[config.mk]
export PLATFORM = sky130hd
export DESIGN_NAME = dcmd_ctrl
export DESIGN_NICKNAME = d
export VERILOG_FILES = /design/src/dcmd_ctrl.v /design/src/dcmd_wrlane.v
export VERILOG_INCLUDE_DIRS = /design/src
export SDC_FILE = /design/constraint.sdc
export NUM_CORES = 1
export LEC_CHECK = 0
export BUFFER_PORTS_ARGS = -buffer_cell sky130_fd_sc_hd__buf_2
export CORE_MARGIN = 3
export CORE_UTILIZATION = 30
export DETAILED_ROUTE_END_ITERATION = 7
export SYNTH_ARGS = -nofsm -noshare
export SYNTH_HDL_FRONTEND = slang
export SYNTH_SLANG_ARGS = --single-unit
export TNS_END_PERCENT = 5
[constraint.sdc]
create_clock -name CLOCK -period 2.2 [get_ports CLOCK]
set_clock_uncertainty 0.2 [all_clocks]
set_input_delay 0.22 -clock CLOCK [delete_from_list [all_inputs] [get_ports CLOCK]]
set_output_delay 0.22 -clock CLOCK [all_outputs]
set_load 0.01 [all_outputs]
[src/dcmd_defines.vh]
// Constants for the DDR3 command issuing controller
`ifndef DCMD_DEFINES_VH
`define DCMD_DEFINES_VH

// ****************************************************************
// User command codes
// ****************************************************************
`define DCMD_OP_NOP 4'h0
`define DCMD_OP_ACT 4'h1
`define DCMD_OP_PRE 4'h2
`define DCMD_OP_PREA 4'h3
`define DCMD_OP_WR 4'h4
`define DCMD_OP_RD 4'h5
`define DCMD_OP_MRS 4'h6
`define DCMD_OP_REF 4'h7
`define DCMD_OP_SRE 4'h8
`define DCMD_OP_PDE 4'h9
`define DCMD_OP_LPX 4'hA
`define DCMD_OP_ZQL 4'hB
`define DCMD_OP_ZQS 4'hC
`define DCMD_OP_DES 4'hD

// ****************************************************************
// Pin codes {CS#, RAS#, CAS#, WE#}
// ****************************************************************
`define DCMD_PIN_ACT 4'h3
`define DCMD_PIN_PRE 4'h2
`define DCMD_PIN_WR 4'h4
`define DCMD_PIN_RD 4'h5
`define DCMD_PIN_MRS 4'h0
`define DCMD_PIN_REF 4'h1
`define DCMD_PIN_NOP 4'h7
`define DCMD_PIN_ZQ 4'h6
`define DCMD_PIN_DES 4'hF

// ****************************************************************
// Address bit positions
// ****************************************************************
`define DCMD_A_AP 10
`define DCMD_A_BC 12

// ****************************************************************
// Controller power states
// ****************************************************************
`define DCMD_PS_ON 2'h0
`define DCMD_PS_PD 2'h1
`define DCMD_PS_SR 2'h2

// Error codes
`define DCMD_ERR_NONE 2'h0
`define DCMD_ERR_BANK 2'h1
`define DCMD_ERR_PWR 2'h2
`define DCMD_ERR_CODE 2'h3

// Burst clocks minus one, for writes and reads: two edges per clock
`define DCMD_BEATS_BL8 3'h3
`define DCMD_BEATS_BC4 3'h1

`endif

[src/dcmd_ctrl.v]
// DDR3 command issuing controller driving the memory pins
`timescale 1ns/1ps
`include "dcmd_defines.vh"
module dcmd_ctrl #(
    parameter NBANK = 8,
    parameter BAW = 3,
    parameter AW = 14,
    parameter DW = 16
) (
    input wire CLOCK,
    input wire SYS_RST,
    // User request side
    input wire REQ_VALID,
    input wire [3:0] REQ_OP,
    input wire [BAW-1:0] REQ_BANK,
    input wire [AW-1:0] REQ_ADDR,
    input wire REQ_OTF,             // Request on-the-fly burst choice
    input wire REQ_BL8,             // One: burst of eight
    input wire REQ_ODT,             // Request termination on
    input wire MODE_OTF_EN,         // Mode register allows burst choice
    input wire MODE_RTT_EN,         // Mode registers enable termination
    input wire [2*DW-1:0] WR_DATA,  // Rise beat low, fall beat high
    input wire [3:0] WR_MASK,       // {upper fall, upper rise, lower fall, lower rise}
    input wire MEM_RESET_REQ,       // Request device reset
    output reg REQ_READY,
    output reg REQ_DONE,
    output reg [1:0] REQ_ERR,
    output reg WR_TAKE,             // Data beat pair of the previous cycle consumed
    output reg [NBANK-1:0] BANK_OPEN,
    output reg [1:0] PWR_STATE,
    // Memory pins
    output reg MEM_RESET_N,
    output reg MEM_CKE,
    output reg MEM_CS_N,
    output reg MEM_RAS_N,
    output reg MEM_CAS_N,
    output reg MEM_WE_N,
    output reg [BAW-1:0] MEM_BA,
    output reg [AW-1:0] MEM_A,
    output reg MEM_ODT,
    output reg [DW/2-1:0] MEM_DQ_LO_RISE,
    output reg [DW/2-1:0] MEM_DQ_LO_FALL,
    output reg [DW/2-1:0] MEM_DQ_HI_RISE,
    output reg [DW/2-1:0] MEM_DQ_HI_FALL,
    output reg [1:0] MEM_LDM,       // Lower mask, rise then fall
    output reg [1:0] MEM_UDM,       // Upper mask, rise then fall
    output reg MEM_DQ_OE,
    output reg MEM_DQS_OE,
    input wire [2*DW-1:0] MEM_DQ_IN,// Captured read beats from pads
    output reg [2*DW-1:0] RD_DATA,
    output reg RD_VALID
);

    // ************************************************************
    // Declarations
    // ************************************************************
    reg [2*DW-1:0] rd_s1;           // First pad sync stage
    reg [2*DW-1:0] rd_s2;           // Second pad sync stage
    reg [2:0] beats;                // Write beat pairs left
    reg rd_pend;                    // Read data expected
    reg [2:0] rd_beats;             // Read beat pairs left
    reg cke_prev;                   // CKE level of the previous cycle
    reg bank_state_ok;              // Selected bank state fits request
    reg pwr_ok;                     // Power state fits request
    reg code_ok;                    // Request code known
    reg next_ok;
    reg next_bl8;
    wire take;
    wire lane_load;
    wire [DW/2-1:0] lo_r;
    wire [DW/2-1:0] lo_f;
    wire [DW/2-1:0] hi_r;
    wire [DW/2-1:0] hi_f;
    wire [1:0] lo_m;
    wire [1:0] hi_m;

    assign take = REQ_VALID & REQ_READY;
    assign lane_load = (beats != 3'h0);

    // ************************************************************
    // Request check against bank and power state
    // ************************************************************
    // Bank state is judged for the addressed bank for ACT, WR and RD, for all banks for MRS, REF, SRE, PDE and ZQ, not at all for the rest
    always @* begin
        bank_state_ok = 1'b1;
        pwr_ok = (PWR_STATE == `DCMD_PS_ON);
        code_ok = 1'b1;
        next_bl8 = 1'b1;
        case (REQ_OP)
            `DCMD_OP_ACT: bank_state_ok = ~BANK_OPEN[REQ_BANK];
            `DCMD_OP_WR, `DCMD_OP_RD: bank_state_ok = BANK_OPEN[REQ_BANK];
            `DCMD_OP_MRS, `DCMD_OP_REF, `DCMD_OP_SRE, `DCMD_OP_PDE,
            `DCMD_OP_ZQL, `DCMD_OP_ZQS: bank_state_ok = ~(|BANK_OPEN);
            `DCMD_OP_LPX: pwr_ok = (PWR_STATE != `DCMD_PS_ON);
            `DCMD_OP_PRE, `DCMD_OP_PREA, `DCMD_OP_NOP, `DCMD_OP_DES: bank_state_ok = 1'b1;
            default: code_ok = 1'b0;
        endcase
        // Burst choice only when the mode register allows it
        if (MODE_OTF_EN && REQ_OTF) begin
            next_bl8 = REQ_BL8;
        end
        next_ok = bank_state_ok & pwr_ok & code_ok;
    end

    // ************************************************************
    // Command issue
    // ************************************************************
    // One request per two cycles; idle cycles present NOP
    always @(posedge CLOCK) begin
        if (SYS_RST) begin
            REQ_READY <= 1'b0;
            REQ_DONE <= 1'b0;
            REQ_ERR <= `DCMD_ERR_NONE;
            BANK_OPEN <= {NBANK{1'b0}};
            PWR_STATE <= `DCMD_PS_ON;
            MEM_RESET_N <= 1'b0;
            MEM_CKE <= 1'b0;
            cke_prev <= 1'b0;
            {MEM_CS_N, MEM_RAS_N, MEM_CAS_N, MEM_WE_N} <= `DCMD_PIN_DES;
            MEM_BA <= {BAW{1'b0}};
            MEM_A <= {AW{1'b0}};
            MEM_ODT <= 1'b0;
            beats <= 3'h0;
            rd_pend <= 1'b0;
            WR_TAKE <= 1'b0;
        end else begin
            MEM_RESET_N <= ~MEM_RESET_REQ;
            REQ_DONE <= 1'b0;
            WR_TAKE <= lane_load;
            beats <= lane_load ? beats - 3'h1 : 3'h0;
            MEM_ODT <= REQ_ODT & MODE_RTT_EN;
            cke_prev <= MEM_CKE;
            // Default: CKE holds, NOP on the pins whether CKE is up or down
            {MEM_CS_N, MEM_RAS_N, MEM_CAS_N, MEM_WE_N} <= `DCMD_PIN_NOP;
            REQ_READY <= ~REQ_READY & ~lane_load & ~MEM_RESET_REQ;
            if (MEM_RESET_REQ) begin
                MEM_CKE <= 1'b0;
                BANK_OPEN <= {NBANK{1'b0}};
                PWR_STATE <= `DCMD_PS_ON;
                {MEM_CS_N, MEM_RAS_N, MEM_CAS_N, MEM_WE_N} <= `DCMD_PIN_DES;
            end else if (~MEM_CKE && PWR_STATE == `DCMD_PS_ON) begin
                MEM_CKE <= 1'b1;                                    // Raise after reset
            end else if (take) begin
                REQ_DONE <= 1'b1;
                MEM_BA <= REQ_BANK;
                MEM_A <= REQ_ADDR;
                if (!next_ok) begin
                    REQ_ERR <= ~code_ok ? `DCMD_ERR_CODE :
                               (~pwr_ok ? `DCMD_ERR_PWR : `DCMD_ERR_BANK);
                end else begin
                    REQ_ERR <= `DCMD_ERR_NONE;
                    case (REQ_OP)
                        `DCMD_OP_ACT: begin
                            {MEM_CS_N, MEM_RAS_N, MEM_CAS_N, MEM_WE_N} <= `DCMD_PIN_ACT;
                            BANK_OPEN[REQ_BANK] <= 1'b1;
                        end
                        `DCMD_OP_PRE, `DCMD_OP_PREA: begin
                            {MEM_CS_N, MEM_RAS_N, MEM_CAS_N, MEM_WE_N} <= `DCMD_PIN_PRE;
                            MEM_A[`DCMD_A_AP] <= (REQ_OP == `DCMD_OP_PREA);
                            if (REQ_OP == `DCMD_OP_PREA) begin
                                BANK_OPEN <= {NBANK{1'b0}};
                            end else begin
                                BANK_OPEN[REQ_BANK] <= 1'b0;
                            end
                        end
                        `DCMD_OP_WR, `DCMD_OP_RD: begin
                            if (REQ_OP == `DCMD_OP_WR) begin
                                {MEM_CS_N, MEM_RAS_N, MEM_CAS_N, MEM_WE_N} <= `DCMD_PIN_WR;
                                beats <= next_bl8 ? `DCMD_BEATS_BL8 + 3'h1 :
                                         `DCMD_BEATS_BC4 + 3'h1;
                            end else begin
                                {MEM_CS_N, MEM_RAS_N, MEM_CAS_N, MEM_WE_N} <= `DCMD_PIN_RD;
                            end
                            MEM_A[`DCMD_A_BC] <= next_bl8;
                            if (REQ_ADDR[`DCMD_A_AP]) begin
                                BANK_OPEN[REQ_BANK] <= 1'b0;
                            end
                        end
                        `DCMD_OP_MRS: begin
                            {MEM_CS_N, MEM_RAS_N, MEM_CAS_N, MEM_WE_N} <= `DCMD_PIN_MRS;
                        end
                        `DCMD_OP_REF: begin
                            {MEM_CS_N, MEM_RAS_N, MEM_CAS_N, MEM_WE_N} <= `DCMD_PIN_REF;
                        end
                        `DCMD_OP_SRE: begin
                            {MEM_CS_N, MEM_RAS_N, MEM_CAS_N, MEM_WE_N} <= `DCMD_PIN_REF;
                            MEM_CKE <= 1'b0;
                            PWR_STATE <= `DCMD_PS_SR;
                        end
                        `DCMD_OP_PDE: begin
                            MEM_CKE <= 1'b0;
                            PWR_STATE <= `DCMD_PS_PD;
                        end
                        `DCMD_OP_LPX: begin
                            MEM_CKE <= 1'b1;
                            PWR_STATE <= `DCMD_PS_ON;
                        end
                        `DCMD_OP_ZQL, `DCMD_OP_ZQS: begin
                            {MEM_CS_N, MEM_RAS_N, MEM_CAS_N, MEM_WE_N} <= `DCMD_PIN_ZQ;
                            MEM_A[`DCMD_A_AP] <= (REQ_OP == `DCMD_OP_ZQL);
                        end
                        `DCMD_OP_DES: begin
                            {MEM_CS_N, MEM_RAS_N, MEM_CAS_N, MEM_WE_N} <= `DCMD_PIN_DES;
                        end
                        default: begin
                            {MEM_CS_N, MEM_RAS_N, MEM_CAS_N, MEM_WE_N} <= `DCMD_PIN_NOP;
                        end
                    endcase
                end
            end
        end
    end

    // ************************************************************
    // Write data lanes and output enables
    // ************************************************************
    dcmd_wrlane #(.W(DW/2)) u_lo (
        .clk(CLOCK),
        .rst(SYS_RST),
        .load(lane_load),
        .data({WR_DATA[DW+DW/2-1:DW], WR_DATA[DW/2-1:0]}),
        .mask(WR_MASK[1:0]),
        .q_rise(lo_r),
        .q_fall(lo_f),
        .dm(lo_m)
    );

    dcmd_wrlane #(.W(DW/2)) u_hi (
        .clk(CLOCK),
        .rst(SYS_RST),
        .load(lane_load),
        .data({WR_DATA[2*DW-1:DW+DW/2], WR_DATA[DW-1:DW/2]}),
        .mask(WR_MASK[3:2]),
        .q_rise(hi_r),
        .q_fall(hi_f),
        .dm(hi_m)
    );

    // Registered pad drive; rise and fall beats go out on both strobe edges
    always @(posedge CLOCK) begin
        if (SYS_RST) begin
            MEM_DQ_LO_RISE <= {(DW/2){1'b0}};
            MEM_DQ_LO_FALL <= {(DW/2){1'b0}};
            MEM_DQ_HI_RISE <= {(DW/2){1'b0}};
            MEM_DQ_HI_FALL <= {(DW/2){1'b0}};
            MEM_LDM <= 2'h3;
            MEM_UDM <= 2'h3;
            MEM_DQ_OE <= 1'b0;
            MEM_DQS_OE <= 1'b0;
        end else begin
            MEM_DQ_LO_RISE <= lo_r;
            MEM_DQ_LO_FALL <= lo_f;
            MEM_DQ_HI_RISE <= hi_r;
            MEM_DQ_HI_FALL <= hi_f;
            MEM_LDM <= lo_m;
            MEM_UDM <= hi_m;
            MEM_DQ_OE <= WR_TAKE;
            MEM_DQS_OE <= WR_TAKE;
        end
    end

    // ************************************************************
    // Read capture
    // ************************************************************
    // Pad data passes two flip-flops before use
    always @(posedge CLOCK) begin
        if (SYS_RST) begin
            rd_s1 <= {(2*DW){1'b0}};
            rd_s2 <= {(2*DW){1'b0}};
            RD_DATA <= {(2*DW){1'b0}};
            RD_VALID <= 1'b0;
            rd_beats <= 3'h0;
        end else begin
            rd_s1 <= MEM_DQ_IN;
            rd_s2 <= rd_s1;
            RD_DATA <= rd_s2;
            RD_VALID <= (rd_beats != 3'h0);
            if (take && next_ok && REQ_OP == `DCMD_OP_RD) begin
                rd_beats <= next_bl8 ? `DCMD_BEATS_BL8 + 3'h1 : `DCMD_BEATS_BC4 + 3'h1;
            end else if (rd_beats != 3'h0) begin
                rd_beats <= rd_beats - 3'h1;
            end
        end
    end

endmodule

[src/dcmd_wrlane.v]
// One write byte lane with its mask, double data rate
`timescale 1ns/1ps
module dcmd_wrlane #(
    parameter W = 8
) (
    input wire clk,
    input wire rst,
    input wire load,                // Take a new beat pair
    input wire [2*W-1:0] data,      // Rise beat in low half
    input wire [1:0] mask,          // Per beat mask, high blocks
    output reg [W-1:0] q_rise,
    output reg [W-1:0] q_fall,
    output reg [1:0] dm
);

    // ************************************************************
    // Lane register
    // ************************************************************
    // Holds one beat pair; the mask travels with its own lane only
    always @(posedge clk) begin
        if (rst) begin
            q_rise <= {W{1'b0}};
            q_fall <= {W{1'b0}};
            dm <= 2'h3;
        end else if (load) begin
            q_rise <= data[W-1:0];
            q_fall <= data[2*W-1:W];
            dm <= mask;
        end else begin
            dm <= 2'h3;                 // Block lane outside a burst
        end
    end

endmodule

### Yosys cells after proc, flatten, opt, wreduce, memory -nomap -nowiden

Index checks and enable logic that the tools add are counted.
Widths: inputs -> output; s select.

* $add $sub $neg: 2
* multiply operators: 0
* div/mod/pow operators: 0
* magnitude comparators: 2
* equal/unequal tests: 14
* shift operators: 0
* multiplexer cells: 42
* bitwise logic cells: 18
* reductions and logical operators: 34

Operator list (count)
* $mux 3: 10
* $eq 4x4->1 const B: 6
* $pmux 8 s3: 1
* $mux 1: 19
* $eq 4x3->1 const B: 4
* $mux 8: 2
* $reduce_bool 3->1: 5
* $reduce_or 5->1: 3
* $reduce_or 14->1: 1
* $reduce_or 2->1: 6
* $reduce_or 6->1: 2
* $not 1->1: 9
* $and 8x8->8: 1
* $eq 4x2->1 const B: 2
* $not 8->8: 1
* $or 8x8->8: 1
* $reduce_bool 2->1: 4
* $reduce_or 8->1: 1
* $and 1x1->1: 6
* $mux 2: 3
* $pmux 1 s2: 3
* $pmux 2 s3: 1
* $reduce_and 3->1: 2
* $sub 3x1->3 const B: 2
* 13 further kinds: 17

* register bits after elaboration: 215
* latch bits: 0
* RAM bits: 0
* ROM bits: 0
* input port bits: 98
* output and inout port bits: 110
* word-level logic and storage cells: 146
* memories kept: 0

### Logic depth before layout (Yosys ltp)

* depth in word-level cells: 10
* depth in mapped cells: 8
* mapped depth without buffers: 7

### Cells and area by module

Synthesis repeated with hierarchy kept, for this count alone.

* cell total of the unflattened synthesis: 681
* area total of the unflattened synthesis: 7169.4 um2

By module, submodules not included
* dcmd_ctrl: times used 1, cells each 569, area each 5890.6 um2
* dcmd_wrlane: times used 2, cells each 56, area each 639.4 um2

### Worst setup path before layout

OpenSTA, ideal clock, no wires.

* path kind: reg2reg
* from: register BANK_OPEN[5]
* to: register BANK_OPEN[0]
* library setup time: 0.095 ns
* arrival: 1.950 ns
* required time: 1.905 ns
* path slack: -0.045 ns
* cell stages (with the launch flop): 8
* path buffers: 2
* path through: dfxtp_1 > or4_1 > o211ai_1 > and4b_1 > buf_4 > buf_4 > o2111ai_1 > a221oi_1

* cells in the longest elaborated chain, start to end: 7

RTL lines
* start: declaration: RTL line dcmd_ctrl.v:29 `output reg [NBANK-1:0] BANK_OPEN,`
* start signal: assignment: RTL line dcmd_ctrl.v:114 `BANK_OPEN <= {NBANK{1'b0}};`
* start signal: assignment: RTL line dcmd_ctrl.v:138 `BANK_OPEN <= {NBANK{1'b0}};`
* start signal: assignment: RTL line dcmd_ctrl.v:161 `BANK_OPEN <= {NBANK{1'b0}};`
* $bmux 1 s3: RTL line dcmd_ctrl.v:90, dcmd_ctrl.v:91
* $mux 1 (implied by the code): RTL line dcmd_ctrl.v:90, dcmd_ctrl.v:91
* $not 1->1: RTL line dcmd_ctrl.v:90 `` `DCMD_OP_ACT: bank_state_ok = ~BANK_OPEN[REQ_BANK]; ``
* $pmux 1 s3 *: RTL line dcmd_ctrl.v:89 `case (REQ_OP)`
* $and 1x1->1 * (2 in a row): RTL line dcmd_ctrl.v:102 `next_ok = bank_state_ok & pwr_ok & code_ok;`
* $reduce_and 5->1 (no line) *

Mark *: on every way between the ends. The rest lies on a longest branch, timed or not. The select of a mux whose other input is x is not followed.
A chain may end at the register's enable or synchronous reset.

### Worst setup path in the final report

* from: register BANK_OPEN[4]
* to: register BANK_OPEN[5]

The elaborated chain is that of the path after synthesis.

==> results.py <==
metrics = {
    "status": {
        "status": "finished with violations",
        "failed_checks": "negative setup slack",
    },
    "route": {
        "finalWirelength_mm": 18.6,
        "ant_nets": 0,
        "via_per_inst": 4.29,
        "post_drt_wl_per_cell_um": 13.8,
        "vias": 5790,
        "post-route-drc-count": 0,
        "first_pass_iters": 4,
        "drt_iter0_drc": 220,
    },
    "yosys": {
        "synth_most_common_cell": "dfxtp_1",
        "synth_cells": 685,
        "async_reset_ff_share_pct": 0,
        "yosysTopAreaCellShare_pct": 60.2,
        "synth_edf_count": 0,
        "synth_nets": 787,
        "yosys.area.top_type": "dfxtp_1",
        "syn_avg_cell_area_um2": 10.4,
        "synth.cells.most_frequent": "dfxtp_1, nor2b_1, nand2_1",
        "synthDistinctLibCells": 55,
        "synth_ff_type": "dfxtp_1",
        "synthesis.area_um2": 7150,
        "ys_ff_latch": 215,
        "ys_seq_area_share_pct": 60.2,
        "ys_warn_count": 0,
        "netlist_top_cells_area": "dfxtp_1, nor2b_1, mux2i_1",
    },
    "timing": {
        "finalCriticalPeriod_ns": 2.29,
        "hold_viol": 0,
        "max_clock_freq_ghz": 0.436,
        "post-route-period-util_pct": 104,
        "fin_tns_setup_ns": -0.598,
        "slew_viol_final": 0,
        "setup_viol": 14,
        "worst_pin_slew_ns": 0.490,
        "rsz0062_at_grt": "yes",
        "relSlewSlack_pct": 67.3,
        "setup_ws_ns": -0.0932,
    },
    "clock_tree": {
        "clk_path_buf_depth": 3,
        "clock_sinks": 215,
        "post_cts_buffers": 0,
        "numCtsBuffers": 24,
        "clock_latency_ns": 0.50,
        "cts_tree": "done",
        "clkTransAtPathRegs_ns": 0.06,
        "cts_root_buf": "clkbuf_16",
        "cts.htree.levels": 1,
    },
    "placement": {
        "dpl.hpwl_mm": 12.2,
        "gp_congestion": 0.883,
        "place.port_buffers": 207,
        "place_inst": 1210,
        "dp_slack_ns": -0.163,
        "place_area_um2": 8790,
    },
    "setup_path": {
        "path_cells": "or4_4 > o211ai_1 > and4b_1 > buf_6 > o2111ai_1 > a221oi_2",
        "critPathLaunchType": "register",
        "max_stage_delay_ns": 0.54,
        "worstPathBufferInverterCount": 1,
        "worst-path-max-fanout": 11,
        "path_class": "reg2reg",
        "end_kind": "register",
        "cpMaxStageDelayCell": "or4_4",
        "worstPathArrival_ns": 2.51,
        "required_ns": 2.42,
        "critPathTopFamily": "simple AND/OR/NAND/NOR gates",
    },
    "finish": {
        "final_area_um2": 10700,
        "drive_above_1_share_pct": 31.6,
        "n_antenna_cell": 0,
        "fin_util_pct": 46.4,
        "final_nets": 1121,
        "n_fill_cell": 2157,
        "synthToLayoutAreaGrowth_pct": 49.5,
        "final_cells": 1349,
    },
    "floorplanning": {
        "ioPinCount": 208,
        "start_util_pct": 31.0,
        "die_h_um": 160,
        "core_region_area_um2": 23100,
        "die_w_um": 160,
        "rows": 55,
        "dieArea_um2": 25700,
    },
    "global_routing": {
        "grt_antenna_before_repair": 0,
        "grt_first_pass_wirelength_mm": 29.7,
        "grt_overflow": 0,
        "met1_usage_pct": 17.4,
        "gr-usage-all-layers_pct": 13.8,
        "grt_busiest_layer": "met2",
        "use_met3_pct": 3.51,
        "grt_pass1_vias": 5899,
        "grtUsageMet2_pct": 23.2,
        "grt_max_degree": 119,
    },
    "pwr": {
        "p_sw_share_pct": 21.8,
        "p_leak_nw": 4.88,
        "powerDensity_nw_per_um2": 833,
        "combPwrFrac_pct": 7.9,
        "pwr-share-seq_pct": 45.3,
        "switchingPower_mw": 1.94,
        "power_frac_clock_pct": 46.8,
        "internal-power_mw": 6.97,
        "peakVddDrop_uv": 430,
    },
    "job": {
        "cap_violations": 0,
    },
    "hold_path": {
        "hp-class": "in2reg",
    },
}
[registers in the layout, indices dropped and copies added (netlist names), 14 cells and up]
register and count:
RD_DATA 32, rd_s1 32, rd_s2 32, MEM_A 14
[stage by stage]
| stage | hold slack (ns) | total power [mW] |
|---|---|---|
| finish | 0.0466 | 8.91 |
| global route | 0.0774 | 9.25 |
| CTS | 0.0196 | 9.01 |
| detailed placement | 0.202 | 4.67 |
| global placement | 0.198 | 4.66 |
| floorplan | 0.119 | 4.43 |
[per-layer routing]
| metal | part of all wire [%] | up-vias |
|---|---|---|
| li1 | - | 2921 |
| met1 | 45 | 2631 |
| met2 | 46 | 192 |
| met3 | 6.9 | 46 |
| met4 | 2.7 | 0 |
| met5 | 0 | - |
[layout by cell type (no fill, tap or decap), types with 3 or more instances in the layout]
cell type	instances
a21oi_1	23
a221oi_1	3
a221oi_2	5
buf_12	3
buf_2	206
buf_4	44
bufinv_16	3
clkbuf_16	25
clkbuf_8	5
clkinv_2	5
dfxtp_1	211
dfxtp_2	4
dlygate4sd3_1	96
ha_1	3
inv_1	18
mux2i_1	40
nand2_1	53
nand2b_1	4
nand3_1	6
nand3b_1	3
nand4b_1	3
nor2_1	46
nor2b_1	136
nor3_1	4
nor3b_1	3
nor4_1	3
o2111ai_1	5
o211ai_1	3
o21ai_0	13
o21ai_1	5
or2_2	7
or3_1	5
[power by group through the flow]
stage | combinational (mW) | clock (mW) | sequential (mW)
after floorplan | 0.301 | 0 | 4.13
after global placement | 0.544 | 0 | 4.12
after detailed placement | 0.551 | 0 | 4.12
after CTS | 0.696 | 4.28 | 4.03
after global routing | 0.774 | 4.44 | 4.04
final | 0.703 | 4.17 | 4.03
[what timing repair did]
action	CTS	global route
resized for setup	12	11
hold buffers	96	0
pin swaps	10	9
hold endpoints to repair	110	0
endpoints found under the setup margin	16	21
[worst paths after layout]
kind                     start            to  slack (ns)  cells after the start
hold / removal         REQ_OTF      beats[1]        0.05                      4
setup / recovery  BANK_OPEN[4]  BANK_OPEN[5]       -0.09                      6
hold reg to reg     u_lo.dm[0]    MEM_LDM[0]        0.21                      1
setup reg to reg  BANK_OPEN[4]  BANK_OPEN[5]       -0.09                      6
[worst reg2reg max path, cell delays in order, from the launching register on]
cell and delay [ns]:
dfxtp_2 0.33, or4_4 0.54, o211ai_1 0.24, and4b_1 0.27
buf_6 0.17, o2111ai_1 0.17, a221oi_2 0.28
[cells by family after synthesis]
family,after synthesis,share of synthesized area [%]
simple gates,281,21.4
flops,215,60.2
mux,44,6.48
buf+inv,61,3.59
compound gates,78,7.35
xor+xnor,2,0.245
fa+ha+maj,4,0.700
[layout make-up]
| type | instances | area, um2 | share of cell area [%] |
|---|---|---|---|
| timing repair buffer | 351 | 2400 | 22.5 |
| multi-input combinational | 409 | 2670 | 25.0 |
| sequential | 215 | 4310 | 40.3 |
| clock inverter | 11 | 140 | 1.31 |
| inverter | 18 | 67.6 | 0.632 |
| tap | 313 | 392 | 3.66 |
| clock buffer | 32 | 702 | 6.57 |
No activity file was read; power rests on OpenSTA's default activity.
